**src/pitim_pkg.sv**
```systemverilog
package pitim_pkg;

   // ==========================================================
   // widths
   localparam int CNT_W  = 14;
   localparam int ADDR_W = 8;
   localparam int IRQ_W  = 2;

   // ==========================================================
   // register offsets (byte addresses)
   localparam logic [ADDR_W-1:0] OFF_CTRL     = 8'h00;
   localparam logic [ADDR_W-1:0] OFF_LEN      = 8'h04;
   localparam logic [ADDR_W-1:0] OFF_COUNT    = 8'h08;
   localparam logic [ADDR_W-1:0] OFF_STAT     = 8'h0C;
   localparam logic [ADDR_W-1:0] OFF_IRQ_STAT = 8'h10;
   localparam logic [ADDR_W-1:0] OFF_IRQ_MASK = 8'h14;

   // ==========================================================
   // field positions
   localparam int CTRL_MODE_LSB = 0;
   localparam int CTRL_START    = 2;
   localparam int CTRL_STOP     = 3;
   localparam int STAT_RUN      = 0;
   localparam int STAT_OUT      = 1;
   localparam int IRQ_TC        = 0;
   localparam int IRQ_DONE      = 1;

   // ==========================================================
   // reset values and the count step
   localparam logic [CNT_W-1:0] LEN_RST   = 14'h0000;
   localparam logic [CNT_W-1:0] COUNT_RST = 14'h0000;
   localparam logic [IRQ_W-1:0] MASK_RST  = 2'h0;
   localparam logic [CNT_W-1:0] CNT_ONE   = 14'h0001;

   // ==========================================================
   // types
   typedef enum logic [1:0] {
      MODE_PULSE  = 2'h0,
      MODE_SQUARE = 2'h1,
      MODE_RATE   = 2'h2,
      MODE_STROBE = 2'h3
   } pitim_mode_e;

   typedef enum logic [1:0] {
      ST_IDLE = 2'b01,
      ST_RUN  = 2'b10
   } pitim_state_e;

   // address match, used by every register write decode; the read mux uses a case on paddr
   function automatic logic pitim_hit(input logic [ADDR_W-1:0] a,
                                      input logic [ADDR_W-1:0] off);
      pitim_hit = (a == off);
   endfunction

endpackage

```
**src/pitim_top.sv**
```systemverilog
`timescale 1ns/10ps
module pitim_top (
   // apb clock and reset
   input  wire logic                         pclk,
   input  wire logic                         presetn,
   // apb slave
   input  wire logic                         psel,
   input  wire logic                         penable,
   input  wire logic                         pwrite,
   input  wire logic [pitim_pkg::ADDR_W-1:0] paddr,
   input  wire logic [31:0]                  pwdata,
   output logic      [31:0]                  prdata,
   output logic                              pready,
   output logic                              pslverr,
   // timer reference pin
   input  wire logic                         timer_in,
   // timer output, active low
   output logic                              timer_out_n,
   // interrupt, active high level
   output logic                              irq
);

   // ==========================================================
   // reference clock edge
   logic tick;

   pitim_sync_edge u_sync (
      .pclk     (pclk),
      .presetn  (presetn),
      .async_in (timer_in),
      .rise     (tick)
   );

   // ==========================================================
   // apb decode
   logic                         setup_w;
   logic                         wr_w;
   logic                         pready_r;
   logic                         pslverr_r;
   logic [31:0]                  prdata_r;
   logic [31:0]                  rdata_w;
   logic                         mapped_w;

   assign setup_w = psel && !penable;
   assign wr_w    = psel && penable && pready_r && pwrite;

   logic ctrl_wr;
   logic len_wr;
   logic start_w;
   logic stop_w;

   assign ctrl_wr = wr_w && pitim_pkg::pitim_hit(paddr, pitim_pkg::OFF_CTRL);
   assign len_wr  = wr_w && pitim_pkg::pitim_hit(paddr, pitim_pkg::OFF_LEN);
   // stop beats start when both are written together
   assign stop_w  = ctrl_wr && pwdata[pitim_pkg::CTRL_STOP];
   assign start_w = ctrl_wr && pwdata[pitim_pkg::CTRL_START] && !stop_w;

   // ==========================================================
   // configuration
   pitim_pkg::pitim_mode_e       mode_r;
   logic [pitim_pkg::CNT_W-1:0]  len_r;

   always_ff @(posedge pclk or negedge presetn) begin
      if (!presetn) begin
         mode_r <= pitim_pkg::MODE_PULSE;
      end else if (ctrl_wr) begin
         mode_r <= pitim_pkg::pitim_mode_e'(pwdata[pitim_pkg::CTRL_MODE_LSB +: 2]);
      end
   end

   always_ff @(posedge pclk or negedge presetn) begin
      if (!presetn) begin
         len_r <= pitim_pkg::LEN_RST;
      end else if (len_wr) begin
         len_r <= pwdata[pitim_pkg::CNT_W-1:0];
      end
   end

   // ==========================================================
   // run state
   pitim_pkg::pitim_state_e      state_r;
   logic [pitim_pkg::CNT_W-1:0]  count_r;
   logic                         run_w;
   logic                         one_shot_w;
   logic                         tc_w;
   logic [pitim_pkg::CNT_W-1:0]  half_w;

   assign run_w      = (state_r == pitim_pkg::ST_RUN);
   assign one_shot_w = (mode_r == pitim_pkg::MODE_PULSE) ||
                       (mode_r == pitim_pkg::MODE_STROBE);
   // counts of 0 or 1 both end the period, so a zero length cannot wrap
   assign tc_w       = run_w && tick && (count_r <= pitim_pkg::CNT_ONE);
   assign half_w     = len_r >> 1;

   always_ff @(posedge pclk or negedge presetn) begin
      if (!presetn) begin
         state_r <= pitim_pkg::ST_IDLE;
      end else begin
         case (state_r)
            pitim_pkg::ST_IDLE: begin
               if (start_w) begin
                  state_r <= pitim_pkg::ST_RUN;
               end
            end
            pitim_pkg::ST_RUN: begin
               if (stop_w) begin
                  state_r <= pitim_pkg::ST_IDLE;
               end else if (start_w) begin
                  state_r <= pitim_pkg::ST_RUN;
               end else if (tc_w && one_shot_w) begin
                  state_r <= pitim_pkg::ST_IDLE;
               end
            end
            default: begin
               state_r <= pitim_pkg::ST_IDLE;
            end
         endcase
      end
   end

   // reads of any register never reach this process
   always_ff @(posedge pclk or negedge presetn) begin
      if (!presetn) begin
         count_r <= pitim_pkg::COUNT_RST;
      end else if (start_w) begin
         count_r <= len_r;
      end else if (tc_w) begin
         if (one_shot_w) begin
            count_r <= pitim_pkg::COUNT_RST;
         end else begin
            count_r <= len_r;
         end
      end else if (run_w && tick) begin
         count_r <= count_r - pitim_pkg::CNT_ONE;
      end
   end

   // ==========================================================
   // output level from registered state only
   logic low_w;

   always_comb begin
      low_w = 1'b0;
      if (run_w) begin
         case (mode_r)
            pitim_pkg::MODE_PULSE:  low_w = (count_r <= half_w);
            pitim_pkg::MODE_SQUARE: low_w = (count_r <= half_w);
            pitim_pkg::MODE_RATE:   low_w = (count_r <= pitim_pkg::CNT_ONE);
            pitim_pkg::MODE_STROBE: low_w = (count_r <= pitim_pkg::CNT_ONE);
            default:                low_w = 1'b0;
         endcase
      end
   end

   logic out_n_r;

   always_ff @(posedge pclk or negedge presetn) begin
      if (!presetn) begin
         out_n_r <= 1'b1;
      end else begin
         out_n_r <= !low_w;
      end
   end

   // ==========================================================
   // interrupts
   logic [pitim_pkg::IRQ_W-1:0] ev_w;
   logic [pitim_pkg::IRQ_W-1:0] istat_w;
   logic [pitim_pkg::IRQ_W-1:0] imask_w;
   logic                        irq_w;

   assign ev_w[pitim_pkg::IRQ_TC]   = tc_w;
   assign ev_w[pitim_pkg::IRQ_DONE] = tc_w && one_shot_w;

   pitim_irq u_irq (
      .pclk    (pclk),
      .presetn (presetn),
      .ev      (ev_w),
      .clr_wr  (wr_w && pitim_pkg::pitim_hit(paddr, pitim_pkg::OFF_IRQ_STAT)),
      .mask_wr (wr_w && pitim_pkg::pitim_hit(paddr, pitim_pkg::OFF_IRQ_MASK)),
      .wdata   (pwdata[pitim_pkg::IRQ_W-1:0]),
      .stat_r  (istat_w),
      .mask_r  (imask_w),
      .irq_r   (irq_w)
   );

   // ==========================================================
   // read mux, sampled in the setup cycle
   always_comb begin
      rdata_w  = 32'h0000_0000;
      mapped_w = 1'b1;
      case (paddr)
         pitim_pkg::OFF_CTRL: begin
            rdata_w[pitim_pkg::CTRL_MODE_LSB +: 2] = mode_r;
         end
         pitim_pkg::OFF_LEN: begin
            rdata_w[pitim_pkg::CNT_W-1:0] = len_r;
         end
         pitim_pkg::OFF_COUNT: begin
            rdata_w[pitim_pkg::CNT_W-1:0] = count_r;
         end
         pitim_pkg::OFF_STAT: begin
            rdata_w[pitim_pkg::STAT_RUN] = run_w;
            rdata_w[pitim_pkg::STAT_OUT] = out_n_r;
         end
         pitim_pkg::OFF_IRQ_STAT: begin
            rdata_w[pitim_pkg::IRQ_W-1:0] = istat_w;
         end
         pitim_pkg::OFF_IRQ_MASK: begin
            rdata_w[pitim_pkg::IRQ_W-1:0] = imask_w;
         end
         default: begin
            mapped_w = 1'b0;
         end
      endcase
   end

   // one fixed wait-free answer: pready rises in the access cycle
   always_ff @(posedge pclk or negedge presetn) begin
      if (!presetn) begin
         pready_r  <= 1'b0;
         pslverr_r <= 1'b0;
         prdata_r  <= 32'h0000_0000;
      end else begin
         pready_r  <= setup_w;
         pslverr_r <= setup_w && !mapped_w;
         if (setup_w && !pwrite) begin
            prdata_r <= rdata_w;
         end
      end
   end

   assign prdata      = prdata_r;
   assign pready      = pready_r;
   assign pslverr     = pslverr_r;
   assign timer_out_n = out_n_r;
   assign irq         = irq_w;
endmodule

```
**src/pitim_sync_edge.sv**
```systemverilog
`timescale 1ns/10ps
module pitim_sync_edge (
   // clock and reset
   input  wire logic pclk,
   input  wire logic presetn,
   // pin side
   input  wire logic async_in,
   // rising edge seen, one cycle
   output wire logic rise
);

   // ==========================================================
   // two-flop synchroniser, then edge detect on the second flop
   logic s1_r;
   logic s2_r;
   logic s3_r;

   always_ff @(posedge pclk or negedge presetn) begin
      if (!presetn) begin
         s1_r <= 1'b0;
         s2_r <= 1'b0;
         s3_r <= 1'b0;
      end else begin
         s1_r <= async_in;
         s2_r <= s1_r;
         s3_r <= s2_r;
      end
   end

   assign rise = s2_r && !s3_r;

endmodule

```
**src/pitim_irq.sv**
```systemverilog
`timescale 1ns/10ps
module pitim_irq (
   // clock and reset
   input  wire logic                        pclk,
   input  wire logic                        presetn,
   // events, one cycle each
   input  wire logic [pitim_pkg::IRQ_W-1:0] ev,
   // software access
   input  wire logic                        clr_wr,
   input  wire logic                        mask_wr,
   input  wire logic [pitim_pkg::IRQ_W-1:0] wdata,
   // state
   output logic      [pitim_pkg::IRQ_W-1:0] stat_r,
   output logic      [pitim_pkg::IRQ_W-1:0] mask_r,
   output logic                             irq_r
);

   // ==========================================================
   // sticky bits: a set in the clear cycle wins
   genvar gi;
   generate
      for (gi = 0; gi < pitim_pkg::IRQ_W; gi++) begin : g_bit
         always_ff @(posedge pclk or negedge presetn) begin
            if (!presetn) begin
               stat_r[gi] <= 1'b0;
            end else if (ev[gi]) begin
               stat_r[gi] <= 1'b1;
            end else if (clr_wr && wdata[gi]) begin
               stat_r[gi] <= 1'b0;
            end
         end
      end
   endgenerate

   always_ff @(posedge pclk or negedge presetn) begin
      if (!presetn) begin
         mask_r <= pitim_pkg::MASK_RST;
      end else if (mask_wr) begin
         mask_r <= wdata;
      end
   end

   // one cycle behind the status bit, keeps the output a flop
   always_ff @(posedge pclk or negedge presetn) begin
      if (!presetn) begin
         irq_r <= 1'b0;
      end else begin
         irq_r <= |(stat_r & mask_r);
      end
   end

endmodule

```
**config.mk**
```make
export PLATFORM = sky130hd
export DESIGN_NAME = pitim_top
export DESIGN_NICKNAME = d
export VERILOG_FILES = /design/src/pitim_pkg.sv /design/src/pitim_top.sv /design/src/pitim_sync_edge.sv /design/src/pitim_irq.sv
export SDC_FILE = /design/constraint.sdc
export NUM_CORES = 1
export LEC_CHECK = 0
export ABC_AREA = 1
export BUFFER_PORTS_ARGS = -buffer_cell sky130_fd_sc_hd__buf_4
export CAP_MARGIN = 20
export CORE_UTILIZATION = 55
export CTS_CLUSTER_DIAMETER = 200
export DETAILED_ROUTE_END_ITERATION = 10
export GPL_TIMING_DRIVEN = 0
export PLACE_DENSITY = 0.89
export SLEW_MARGIN = 20
export SYNTH_ARGS = -nofsm -noshare
export SYNTH_HDL_FRONTEND = slang
export SYNTH_SLANG_ARGS = --single-unit
```
**constraint.sdc**
```tcl
create_clock -name pclk -period 2.15 [get_ports pclk]
set_clock_uncertainty 0.05 [all_clocks]
set_input_delay 0.43 -clock pclk [delete_from_list [all_inputs] [get_ports pclk]]
set_output_delay 0.43 -clock pclk [all_outputs]
set_load 0.01 [all_outputs]
```
==> flow_summary_export.csv <==
group,metric,value,unit
worst_setup_path,critical_path_class,"flop to flop",
yosys,synthTopCellsByCount,"161 x nand2_1, 72 x inv_1, 55 x dfrtp_1",
final_layout,nets,655,
global_route,grt_pass1_wl,15500,um
final_layout,n_antenna_cell,0,
timing,max_slew.worst_pin.slew,710,ps
run_status,violations,"design-rule violations",
worst_setup_path,cp.required,2330,ps
clock_tree,clock_path_buffers,2,
pwr,p_leak,2.53,nW
floorplanning,die_y,84.0,um
worst_setup_path,r2r_cells,11,
clock_tree,clk_pin_slew,70,ps
yosys,async_reset_ff_share,100,%
worst_setup_path,worstReg2RegStart,"count_r[0]",
pwr,p_total,3.65,mW
global_route,grtUsageTotal,28.4,%
pwr,powerDensity,824,nW/um2
route,firstDrtPassIters,8,
global_route,met1_usage,35.7,%
yosys,synth_edf_count,0,
run_status,status,"finished, violations left",
yosys,ys.flop_type,"dfrtp_1",
final_layout,seq_area,1430,um2
route,wl,9180,um
route,drtAntennaViolNets,0,
route,wl_per_cell,13.7,um
yosys,synth_most_common_cell,"nand2_1",
floorplanning,ios,82,
timing,finalCritPeriodShare,91.5,%
timing,rsz0062_at_grt,"false",
place,dpl.hpwl,6890,um
global_route,grt_pass1_vias,3368,
yosys,synthTopCellsByArea,"dfrtp_1 37%, nand2_1 16%, inv_1 7.3%, ha_1 6.4%, nor2_1 5.2%",
yosys,ys_ff_latch,57,
route,remaining_drc_errors,8,
global_route,busiest_layer,"met2",
yosys,syn_area,3690,um2
timing,clock.fmax,509,MHz
yosys,synth_top_cell_area_share,37.3,%
worst_setup_path,reg2reg_setup_slack,180,ps
route,vias,3602,
route,drtIter0Drc,343,
floorplanning,placeableCoreArea,6420,um2
floorplanning,initial_core_util,57.5,%
global_route,antenna_found_initial,0,
worst_setup_path,worst-path-max-fanout,5,
worst_hold_path,hp-class,"input port to asynchronous set/reset pin",
final_layout,drive_above_1_share,17.5,%
clock_tree,hold_buffers,0,
timing,setup_viol,0,
yosys,synth_top_area_cell,"dfrtp_1",
clock_tree,cts_root_buf,"clkbuf_8",
place,port_buffers,45,
floorplanning,dieWidth,84.0,um
clock_tree,htreeDepth,3,
global_route,grtUsageMet3,5.74,%
final_layout,area_growth,19.9,%
timing,hold_viol,0,
timing,slew_headroom,52.2,%
worst_setup_path,critPathLaunchType,"flop",
final_layout,multi_input_area,1860,um2
final_layout,fillers,542,
worst_setup_path,end_kind,"flop",
worst_setup_path,r2r_end,"state_r[1]",
global_route,overflow,0,
yosys,synth_warnings,0,
yosys,synth.avg_cell_area,7.16,um2
route,drt-vias-per-instance,5.36,
timing,setup-tns-final,0,ps
job,drv_cap,0,
global_route,grt_start_max_net_pins,58,
pwr,ir_drop,0.466,mV
timing,drv_slew,0,
place,gp_congestion,0.906,
floorplanning,dieArea,7050,um2
clock_tree,cts_tree,"built",
yosys,synth_cells,516,
timing,whs,90.3,ps
clock_tree,cts_inserted_buffers,9,
floorplanning,num_rows,29,
global_route,met2_usage,45.0,%
clock_tree,clkLatencyLatePin,350,ps
worst_setup_path,crit_arrival,2150,ps
timing,timing.final.crit_period,1970,ps
clock_tree,clock_sinks,57,
yosys,synth.distinct_cells,33,
yosys,ys_seq_area_share,38.7,%
[worst max path at each step]
stage	cells after the start	end	slack, ps	from
final	11	state_r[1]	180	count_r[0]
after global routing	11	state_r[1]	10	count_r[0]
after CTS	11	state_r[1]	170	count_r[0]
after detailed placement	8	len_r[0]	170	paddr[7]
after global placement	8	len_r[5]	260	paddr[7]
after floorplan	12	count_r[11]	470	count_r[0]
[layout by cell type, fill, tap and decap left out, types with 2 or more instances in the layout]
master / count
nor3_1: 5
nand3_2: 4
dfstp_2: 2
inv_1: 72
dfrtp_1: 55
o21a_1: 2
nor2_2: 2
buf_2: 4
nand3_1: 35
clkbuf_8: 11
nor2_1: 50
nand4_1: 4
nand2_1: 161
buf_4: 66
o21ai_1: 3
buf_6: 2
bufinv_16: 2
clkinv_2: 2
o211ai_1: 2
o21ai_0: 18
nor2_4: 3
o22ai_1: 12
conb_1: 18
xor2_1: 5
a21oi_1: 25
ha_1: 19
[cell families after synthesis]
logic type,share of synthesized area (%)
xor+xnor,1.19
fa+ha+maj,6.43
simple gates,30.9
buf+inv,12.9
other cells,0.101
compound gates,9.79
flops,38.7
[area by class of cell]
class | count | share of cell area, %
multi-input combinational | 375 | 41.9
sequential | 57 | 32.2
timing repair buffer | 46 | 7.79
inverter | 73 | 6.24
buffer | 28 | 4.52
clock buffer | 11 | 3.42
tap | 77 | 2.17
clock inverter | 5 | 1.75
[stage by stage]
| step | std cells | setup slack, ps | utilization [%] | area [um2] |
|---|---|---|---|---|
| 2_1_floorplan | 533 | 473 | - | 3760 |
| 3_3_place_gp | 655 | 256 | 65.3 | 4190 |
| 3_5_place_dp | 655 | 168 | 65.3 | 4190 |
| 4_1_cts | 671 | 166 | 68.8 | 4420 |
| 5_1_grt | 672 | 13.4 | 69.0 | 4430 |
| 6_report | 672 | 184 | 69.0 | 4430 |
[timing repair]
action,4_1_cts,5_1_grt
endpoints found under the setup margin,0,6
resized for setup,0,1
buffers inserted,0,1
[where the power goes]
| part | total [mW] | switching (mW) | internal, mW |
|---|---|---|---|
| clock | 1.17 | 0.454 | 0.711 |
| sequential | 1.41 | 0.183 | 1.23 |
| combinational | 1.08 | 0.648 | 0.430 |
| total | 3.65 | 1.29 | 2.37 |
[critical path, stage by stage (launching register included)]
cell     delay [ps]
dfrtp_1         400
inv_1           150
ha_1            260
nand2_1         100
nand2_1          70
nand2_1          60
nor2_2          150
nand4_1         220
nand3_1         200
nand2_1          90
nand2_1          70
nand2_1          50
[sequential cells by signal (all words and copies together), names as in the netlist]
| register | cells |
|---|---|
| count_r | 14 |
| len_r | 14 |
| prdata | 14 |
| mode_r | 2 |
| state_r | 2 |
| u_irq.mask_r | 2 |
| u_irq.stat_r | 2 |
| pready | 1 |
| pslverr | 1 |
| timer_out_n | 1 |
| u_irq.irq_r | 1 |
| u_sync.s1_r | 1 |
| u_sync.s2_r | 1 |
| u_sync.s3_r | 1 |
[metal layers]
layer / vias to the layer above / share of wire, % / wire (um)
met3: 39 / 7.8 / 716
li1: 1745 / - / -
met2: 179 / 48 / 4390
met4: 0 / 4.1 / 378
met1: 1639 / 40 / 3700
met5: - / 0 / 0
Power figures use the tool's default switching activity.
